File: config.mk
export PLATFORM = sky130hd
export DESIGN_NAME = pwr_state_ctrl
export DESIGN_NICKNAME = d
export VERILOG_FILES = /design/src/common/pwr_state_pkg.sv /design/src/pwr_state_ctrl.sv
export SDC_FILE = /design/constraint.sdc
export NUM_CORES = 1
export LEC_CHECK = 0
export BUFFER_PORTS_ARGS = -buffer_cell sky130_fd_sc_hd__buf_2
export CAP_MARGIN = 20
export CORE_MARGIN = 2
export CORE_UTILIZATION = 35
export DETAILED_ROUTE_END_ITERATION = 8
export PLACE_DENSITY = 0.53
export SYNTH_ARGS = -nofsm -noshare
export SYNTH_HDL_FRONTEND = slang
export SYNTH_SLANG_ARGS = --single-unit
File: constraint.sdc
create_clock -name mclk -period 2 [get_ports mclk]
set_clock_uncertainty 0.15 [all_clocks]
set_input_delay 0.1 -clock mclk [delete_from_list [all_inputs] [get_ports mclk]]
set_output_delay 0.1 -clock mclk [all_outputs]
set_load 0.01 [all_outputs]
File: src/common/pwr_state_pkg.sv
// Purpose: Shared constants and types for the power state controller
// Assumes: 32-bit Avalon-MM register bus, word-aligned byte addresses
// Notes: Register offsets and gpio_cfg / pull_ctrl reset values live here
package pwr_state_pkg;

    // ========================================
    // Register map (byte addresses)
    localparam logic [3:0] power_ctrl_addr = 4'h0;
    localparam logic [3:0] power_stat_addr = 4'h4;
    localparam logic [3:0] gpio_cfg_addr = 4'h8;
    localparam logic [3:0] pull_ctrl_addr = 4'hc;

    // ========================================
    // Field positions
    localparam int idle_request_bit_pos = 0;
    localparam int gpio_count = 8;
    localparam int wake_en_lsb = 8;
    localparam int irq_en_lsb = 0;

    // ========================================
    // Reset values and answers
    localparam logic [31:0] gpio_cfg_reset = 32'h0000_0000;
    localparam logic [15:0] pull_ctrl_reset = 16'h0000;
    localparam logic [31:0] unmapped_read = 32'h0000_0000;

    // ========================================
    // Timing: clock restart settle time after wake-up
    localparam int clk_freq_mhz = 25;
    localparam int clk_settle_ns = 1000;
    localparam int clk_settle_cycles = (clk_settle_ns * clk_freq_mhz + 999) / 1000;
    localparam logic [7:0] settle_count = 8'(clk_settle_cycles);

    typedef enum logic [1:0] {st_reset, st_normal, st_idle, st_wake} pwr_state_t;

    // PHY controls bundled together
    typedef struct packed {
        logic phy_enable;
        logic refclk_out_en;
        logic suspend;
        logic id_detect_en;
        logic lp_vbus_sense_en;
        logic vbus_comp_en;
        logic sess_end_det_en;
        logic analog_en;
    } phy_ctrl_t;

endpackage

File: src/pwr_state_ctrl.sv
// Purpose: RESET / IDLE / NORMAL power state sequencing with register access gating
// Assumes: mclk 25 MHz runs while reset is released; gpio pins asynchronous
// Notes: Clock gates are enables for downstream gating cells
`timescale 1ns/100ps

// Function
// - Reset pin low forces RESET state
// - Outputs inactive or tri-stated in RESET
// - Bidirectional pins are inputs in RESET
// - Registers take reset values in RESET
// - PHY and reference clock stay on
// - Enter reset asynchronously, leave synchronously
// - Reset release passes a synchroniser
// - Idle request bit sends device to IDLE
// - Idle outputs low leakage, pulls from registers
// - Idle bidirectional pins at minimum leakage
// - Idle keeps contents, blocks register access
// - Idle switches off internal clocks
// - Idle PHY suspended, ID and LP sense
// - Idle turns off remaining PHY analog
// - Valid wake-up moves IDLE to NORMAL
// - Reset in IDLE goes straight RESET
// - NORMAL allows all register access
// - NORMAL enables all clock sources
// - NORMAL PHY with session-end detect
// - NORMAL keeps ID detection active
// - Per-pin GPIO interrupt or wake source
module pwr_state_ctrl
    import pwr_state_pkg::*;
(
    // Clock and reset
    input wire logic mclk,
    input wire logic rst_n,
    // Avalon-MM slave
    input wire logic [3:0] avs_address,
    input wire logic avs_read,
    input wire logic avs_write,
    input wire logic [31:0] avs_writedata,
    input wire logic [3:0] avs_byteenable,
    output logic [31:0] avs_readdata,
    output logic avs_waitrequest,
    // General purpose pins
    input wire logic [7:0] gpio_in,
    output logic [7:0] gpio_out,
    output logic [7:0] gpio_oe,
    output logic [7:0] gpio_pull_up,
    output logic [7:0] gpio_pull_down,
    output logic [7:0] gpio_irq,
    // Clock source enables
    output logic core_clk_en,
    output logic osc_en,
    // PHY control
    output phy_ctrl_t phy_ctrl,
    // State view
    output pwr_state_t power_state,
    output logic host_access_en
);

    // ========================================
    // State record
    typedef struct packed {
        logic [1:0] rst_sync;
        logic [7:0] gpio_s1;
        logic [7:0] gpio_s2;
        logic [7:0] gpio_prev;
        pwr_state_t state;
        logic [7:0] settle;
        logic [31:0] gpio_cfg;
        logic [15:0] pull_ctrl;
        logic [7:0] gpio_out_val;
        logic [7:0] gpio_oe_val;
        logic [31:0] rdata;
        logic wait_n;
        logic [7:0] gpio_out;
        logic [7:0] gpio_oe;
        logic [7:0] pull_up;
        logic [7:0] pull_down;
        logic [7:0] irq;
        logic core_clk_en;
        logic osc_en;
        phy_ctrl_t phy;
        logic access_en;
    } regs_t;

    regs_t r_q;
    regs_t r_d;

    // ========================================
    // Byte-lane merge used by the gpio_cfg and pull_ctrl registers
    function automatic logic [31:0] merge_be(input logic [31:0] old_v, input logic [31:0] new_v,
                                             input logic [3:0] be);
        logic [31:0] res;
        res = old_v;
        for (int i = 0; i < 4; i++)
        begin
            if (be[i])
            begin
                res[i*8 +: 8] = new_v[i*8 +: 8];
            end
        end
        return res;
    endfunction

    // PHY settings per state
    function automatic phy_ctrl_t phy_for(input pwr_state_t s);
        phy_ctrl_t p;
        p = '0;
        case (s)
            st_idle:
            begin
                p.suspend = 1'b1;
                p.id_detect_en = 1'b1;
                p.lp_vbus_sense_en = 1'b1;
                // Everything else off, lowest current in suspend
            end
            st_reset:
            begin
                p.phy_enable = 1'b1;
                p.refclk_out_en = 1'b1;
            end
            default:
            begin
                p.phy_enable = 1'b1;
                p.refclk_out_en = 1'b1;
                p.sess_end_det_en = 1'b1;
                p.vbus_comp_en = 1'b1;
                p.id_detect_en = 1'b1;
                p.analog_en = 1'b1;
            end
        endcase
        return p;
    endfunction

    logic [7:0] wake_hits;
    logic [7:0] rise;
    logic sys_rst_n;
    logic bus_req;

    always_comb
    begin
        r_d = r_q;
        // Second stage only is read, release is synchronous
        r_d.rst_sync = {r_q.rst_sync[0], 1'b1};
        sys_rst_n = r_q.rst_sync[1];
        r_d.gpio_s1 = gpio_in;
        r_d.gpio_s2 = r_q.gpio_s1;
        r_d.gpio_prev = r_q.gpio_s2;
        rise = r_q.gpio_s2 & ~r_q.gpio_prev;
        // Level wake so a pin held high during entry is not missed
        wake_hits = r_q.gpio_s2 & r_q.gpio_cfg[wake_en_lsb +: gpio_count];
        r_d.irq = rise & r_q.gpio_cfg[irq_en_lsb +: gpio_count];
        bus_req = avs_read | avs_write;

        r_d.wait_n = 1'b0;
        r_d.rdata = r_q.rdata;

        case (r_q.state)
            st_reset:
            begin
                // Held here until synchronised release
                if (sys_rst_n)
                begin
                    r_d.state = st_normal;
                end
            end
            st_normal:
            begin
                // One-cycle answer per request, second cycle drops wait
                if (bus_req && !r_q.wait_n)
                begin
                    r_d.wait_n = 1'b1;
                    r_d.rdata = unmapped_read;
                    case (avs_address)
                        power_ctrl_addr:
                        begin
                            if (avs_write && avs_byteenable[0]
                                && avs_writedata[idle_request_bit_pos])
                            begin
                                r_d.state = st_idle;
                            end
                        end
                        power_stat_addr:
                        begin
                            // Status fields one by one, unused bits read zero
                            r_d.rdata = unmapped_read;
                            r_d.rdata[1:0] = 2'(r_q.state);
                            r_d.rdata[2] = r_q.access_en;
                            r_d.rdata[15:8] = r_q.gpio_s2;
                        end
                        gpio_cfg_addr:
                        begin
                            r_d.rdata = r_q.gpio_cfg;
                            if (avs_write)
                            begin
                                r_d.gpio_cfg = merge_be(r_q.gpio_cfg, avs_writedata,
                                                        avs_byteenable);
                            end
                        end
                        pull_ctrl_addr:
                        begin
                            r_d.rdata = {16'h0, r_q.pull_ctrl};
                            if (avs_write)
                            begin
                                r_d.pull_ctrl = 16'(merge_be({16'h0, r_q.pull_ctrl},
                                                             avs_writedata, avs_byteenable));
                            end
                        end
                        default:
                        begin
                            r_d.rdata = unmapped_read;
                        end
                    endcase
                end
            end
            st_idle:
            begin
                // Contents kept, requests stall on waitrequest
                if (|wake_hits)
                begin
                    r_d.state = st_wake;
                    r_d.settle = settle_count;
                end
            end
            st_wake:
            begin
                // Clocks run again, access waits for settle count
                if (r_q.settle <= 8'h1)
                begin
                    r_d.state = st_normal;
                end
                else
                begin
                    r_d.settle = r_q.settle - 8'h1;
                end
            end
            default:
            begin
                r_d.state = st_reset;
            end
        endcase

        // Registered outputs follow the next state
        r_d.access_en = (r_d.state == st_normal);
        r_d.core_clk_en = (r_d.state != st_idle);
        r_d.osc_en = (r_d.state != st_idle);
        r_d.phy = phy_for(r_d.state);
        r_d.gpio_out = '0;
        r_d.gpio_oe = '0;
        r_d.pull_up = '0;
        r_d.pull_down = '0;
        if (r_d.state == st_idle)
        begin
            // Pins released, pulls as programmed to avoid floating inputs
            r_d.pull_up = r_q.pull_ctrl[7:0];
            r_d.pull_down = r_q.pull_ctrl[15:8];
        end
        else if (r_d.state != st_reset)
        begin
            r_d.gpio_out = r_q.gpio_cfg[23:16];
            r_d.gpio_oe = r_q.gpio_cfg[31:24];
        end
        // Any idle interrupt is dropped: wake path handles idle pins
        // Entry cycle included, so no pulse shows while already in IDLE
        if (r_q.state == st_idle || r_d.state == st_idle)
        begin
            r_d.irq = '0;
        end
        // Synchronised reset low returns straight to RESET
        if (!sys_rst_n)
        begin
            r_d.state = st_reset;
            r_d.access_en = 1'b0;
            r_d.phy = phy_for(st_reset);
        end
    end

    always_ff @(posedge mclk or negedge rst_n)
    begin
        if (!rst_n)
        begin
            // Asynchronous entry, constants only
            r_q <= '0;
            r_q.state <= st_reset;
            r_q.gpio_cfg <= gpio_cfg_reset;
            r_q.pull_ctrl <= pull_ctrl_reset;
            r_q.phy <= '{phy_enable: 1'b1, refclk_out_en: 1'b1, default: 1'b0};
            r_q.core_clk_en <= 1'b1;
            r_q.osc_en <= 1'b1;
            r_q.gpio_oe <= '0;
        end
        else
        begin
            r_q <= r_d;
        end
    end

    // ========================================
    // Outputs straight from flip-flops
    assign avs_readdata = r_q.rdata;
    assign avs_waitrequest = ~r_q.wait_n;
    assign gpio_out = r_q.gpio_out;
    assign gpio_oe = r_q.gpio_oe;
    assign gpio_pull_up = r_q.pull_up;
    assign gpio_pull_down = r_q.pull_down;
    assign gpio_irq = r_q.irq;
    assign core_clk_en = r_q.core_clk_en;
    assign osc_en = r_q.osc_en;
    assign phy_ctrl = r_q.phy;
    assign power_state = r_q.state;
    assign host_access_en = r_q.access_en;

endmodule

# Yosys cells after proc, flatten, opt, wreduce, memory -nomap -nowiden
# Index checks and enable logic that the tools add are counted.
[word_totals]
regBits = 167
inputBits = 52
elab_cells = 90
out_inout_bits = 86
[classes]
mux = 22
eq_ne = 11
addsub = 1
n_reduce_logical = 20
magnitude_cmp = 1
n_bitwise = 6
[op_table]
columns = ["operator", "count"]
rows = [
  ["32-bit case mux with 3 select lines", 1],
  ["16-bit 2-to-1 mux", 3],
  ["5-bit AND reduction", 6],
  ["8-bit bitwise AND", 3],
  ["8-bit 2-to-1 mux", 2],
  ["8-bit case mux with 2 select lines", 1],
  ["2-bit 2-to-1 mux", 7],
  ["10-bit 2-to-1 mux", 1],
  ["9-bit 2-to-1 mux", 1],
  ["4-bit == test, second input constant", 2],
  ["8-bit by 1-bit less-or-equal comparator with 1-bit output, second input constant", 1],
  ["8-bit NOT", 1],
  ["2-bit case mux with 4 select lines", 1],
  ["8-bit OR reduction", 1],
  ["8-bit by 1-bit subtractor with 8-bit output, second input constant", 1],
  ["2-bit == test, second input constant", 3],
  ["2-bit != test, second input constant", 3],
  ["2-bit by 1-bit == test with 1-bit output, second input constant", 2],
  ["4-bit by 3-bit == test with 1-bit output, second input constant", 1],
  ["2-bit zero test", 2],
  ["4-bit zero test", 1],
  ["1-bit 2-to-1 mux", 4],
  ["2-bit nonzero test", 2],
  ["1-bit logical AND", 3],
  ["8 further kinds", 8],
]

# Depth between registers and ports, before layout
[depth]
depth_word = 10
depth_mapped = 8
depth_no_buf = 6

# Worst setup path after synthesis
# Ideal clock, no wire load.
[synth_timing]
path_kind = "register to register"
from = "register r_q, in the netlist power_state[1]"
to = "register, netlist name gpio_oe[7]"
setup_ps = 120
arrival_ps = 1519
path_stages_with_launch = 9
n_path_buf = 3
required_time_ps = 1730
setup_slack_ps = 211
path_cell_list = "dfrtp_1 > buf_2 > and4bb_1 > buf_2 > nand4_2 > o21ai_2 > inv_2 > buf_6 > and3_1"
[synth_rtl]
columns = ["item", "line_no", "rtl"]
rows = [
  ["start, declared", "pwr_state_ctrl.sv:85", "regs_t r_q;"],
  ["start signal, assigned", "pwr_state_ctrl.sv:293", "r_q <= r_d;"],
]

# Final worst setup path
[layout_timing]
from = "register r_q, in the netlist power_state[1]"
to = "register r_q[124] (netlist bit)"
[layout_via]
elab_chain_cells = 2
[layout_rtl]
columns = ["item", "line_no", "rtl"]
rows = [
  ["2-bit by 1-bit == test with 1-bit output", "pwr_state_ctrl.sv:157", "case (r_q.state)"],
  ["5-bit AND reduction (no source line)", "-", ""],
]
# Every way passes these cells.
# A chain may end at the register's enable or synchronous reset.

==> out/results.tsv <==
metric	value	unit
outcome	complete, no violations	
Final HPWL DP	10.5	mm
Comb pwr share	11.5	%
Hold Path Sink	r_q[140]$_DFFE_PN0P_	
first-pass GRT wire length	23.6	mm
Synth top cells by count	dfrtp_1 (160), buf_4 (85), mux2_2 (35)	
CTS tree	yes	
total power	8.20	mW
Routed wire per std cell	17.1	um
Synth area leaders	dfrtp_1 (60%), buf_4 (9.6%), mux2_2 (5.9%)	
GP Congestion	0.815	
Die Ht	142	um
Yosys top cell area share	60.0	%
min cycle time layout	1.92	ns
clock sink total	162	
Power Density	992	nW/um^2
post-synth top area cell	dfrtp_1	
P_leak	4.26	nW
max-cap viol count	0	
vias	4152	
worst setup margin	0.0819	ns
P_int	6.14	mW
Synth Register Bits	162	
Clk pwr share	42.9	%
# IOs	138	
hold_sp	avs_byteenable[3]	
Port-buffer cells	137	
syn_nets	570	
routed vias/inst	4.69	
Initial Util	35.7	%
register area	4060	sq um
GRT Total Usage	15.6	%
fin area	8260	sq um
post-synthesis area per instance	12.9	sq um
VDD IR max	0.603	mV
die width	142	um
switching power	2.05	mW
fin cells	886	
Yosys warning total	0	
crit path cell chain	and4bb_2 -> and2_2 -> nand2_2 -> mux2_1	
placement row count	50	
sequential area share after synthesis	60.7	%
layout cell share with drive strength beyond 1	37.1	%
Worst Reg2Reg Path Length in Cells	4	
final hold violations	0	
grt ovf	0	
Layout area overhead	23.8	%
sequential power share	45.6	%
Core ar.	18700	sq um
vias in the first global route	4278	
slowest stage delay, CP	0.41	ns
Slew HR	63.8	%
nets	694	
Pre-antenna DRT Iters	4	
Filler Cell Count	1743	
Fin Setup TNS	0	ns
DRC viols	0	
worst reg2reg path startpoint	power_state[1]$_DFF_PN0_	
grt met1 use	21.5	%
# H-tree levels	4	
Hold Crit Class	in2reg	
Synth Cell Area	6680	sq um
layer with the highest usage	met2	
RSZ-0062 raised after global routing	no	
Crit Path Category	reg2reg	
EDFF count, synth	0	
antenna violations before repair	0	
flop2flop setup slack	0.08	ns
DRT iter0 DRCs	174	
area of the multi-input gates	1890	sq um
worst-skew pair later-pin latency	0.42	ns
Crit Path Max Fanout	8	
worst slew pin tran	0.541	ns
Slew Limit Fails	0	
Synth async-reset ratio	100	%
DP Area	7130	sq um
final core occ	44.2	%
Distinct cells, synth	47	
dpl cells	805	
Hold WS	0.0361	ns
met2 usage	24.1	%
top_reg_cell synth	dfrtp_1	
Final ANT Viol Nets	0	
f_max	521	MHz
die area	20200	sq um
final setup fails	0	
r2r endpoint	r_q[124]$_DFFE_PN0P_	
Critical-path top delay cell	dfrtp_1	
Routed WL	15.1	mm
Critical Path Sink Type	flop	
clock slew at reported path FFs	0.06	ns
largest net degree at the start of global routing	56	
most frequent cell after synthesis	dfrtp_1	
Hold Path Stages	3	
clk buf depth	2	
Final Cycle Share	95.9	%
GR Util met3	4.04	%
switching part of the total power	25.0	%
crit start category	flop	
Arr. time, crit path	2.06	ns
total CTS buffers	17	
WP data required	2.15	ns
Clock Tree Root	clkbuf_16	
pre-CTS WS	0.0525	ns
synthesized instance count	516	
# diodes	0	
==> registers in the layout, indices dropped and copies added, names as in the netlist <==
| name | count |
|---|---|
| gpio_oe | 8 |
| osc_en | 1 |
| r_q | 66 |
| phy_ctrl | 3 |
| gpio_pull_down | 8 |
| gpio_out | 8 |
| r_d | 17 |
| avs_readdata | 32 |
| gpio_pull_up | 8 |
| power_state | 2 |
| host_access_en | 1 |
| gpio_irq | 8 |
==> placed cells by master, fill, tap and decap left out, types with 14 or more instances in the layout <==
cell / instances
dfrtp_1: 160
buf_2: 136
dlygate4sd3_1: 48
mux2_2: 35
nand2_1: 30
mux2_1: 24
buf_4: 20
and2_1: 18
and3_1: 17
clkbuf_16: 17
a22o_1: 16
a22oi_1: 15
o21ai_0: 14
==> kinds of logic after synthesis <==
kind of cell	synth area share (%)
DFF	60.7
and+or+nand+nor	9.63
buffers and inverters	11.1
muxes	10.8
AOI/OAI and AO/OA	6.84
xor gates and xnor gates	0.394
adders and majority gates	0.375
other	0.0562
==> how the worst max path moves through the flow <==
stage                                        start  depth (start not counted)              endpoint
final                     power_state[1]$_DFF_PN0_                          4  r_q[124]$_DFFE_PN0P_
after global routing      power_state[1]$_DFF_PN0_                          4  r_q[130]$_DFFE_PN0P_
after CTS                        r_q[51]$_DFF_PN0_                          4  r_q[124]$_DFFE_PN0P_
after detailed placement         r_q[51]$_DFF_PN0_                          4  r_q[130]$_DFFE_PN0P_
after global placement           r_q[51]$_DFF_PN0_                          4  r_q[124]$_DFFE_PN0P_
after floorplan           power_state[1]$_DFF_PN0_                          8  gpio_oe[7]$_DFF_PN0_
==> area by class of cell <==
type / instances / share of cell area (%)
clock buffer: 18 / 5.31
clock inverter: 13 / 2.42
inverter: 6 / 0.273
multi-input combinational: 246 / 22.9
sequential: 162 / 49.1
tap: 234 / 3.54
timing repair buffer: 207 / 16.5
==> timing repair <==
action / CTS / global route
endpoints found under the setup margin: 0 / 51
endpoints found under the hold margin: 225 / 0
hold buffers: 48 / 0
setup buffers: 0 / 2
gates resized for setup: 0 / 1
==> power by group through the flow <==
stage               Clock [mW]  Combinational [mW]  Sequential [mW]
global route              3.75                1.06             3.77
global placement             0               0.860             3.79
detailed placement           0               0.876             3.80
CTS                       3.60               0.956             3.74
floorplan                    0               0.620             3.74
finish                    3.51               0.943             3.74
==> worst max-delay path, delay by kind of cell, from the launching register on <==
| family | cells | cell delay, ns |
|---|---|---|
| AND/OR/NAND/NOR | 3 | 0.88 |
| flip-flops | 1 | 0.41 |
| multiplexers | 1 | 0.37 |
==> routing by layer <==
| metal | part of all wire (%) | wire, um | up-vias |
|---|---|---|---|
| met5 | 0 | 0 | - |
| met2 | 46 | 6890 | 137 |
| met4 | 0.79 | 119 | 0 |
| li1 | - | - | 1956 |
| met1 | 48 | 7200 | 2049 |
| met3 | 6.0 | 905 | 10 |
No activity file was read; power rests on OpenSTA's default activity.
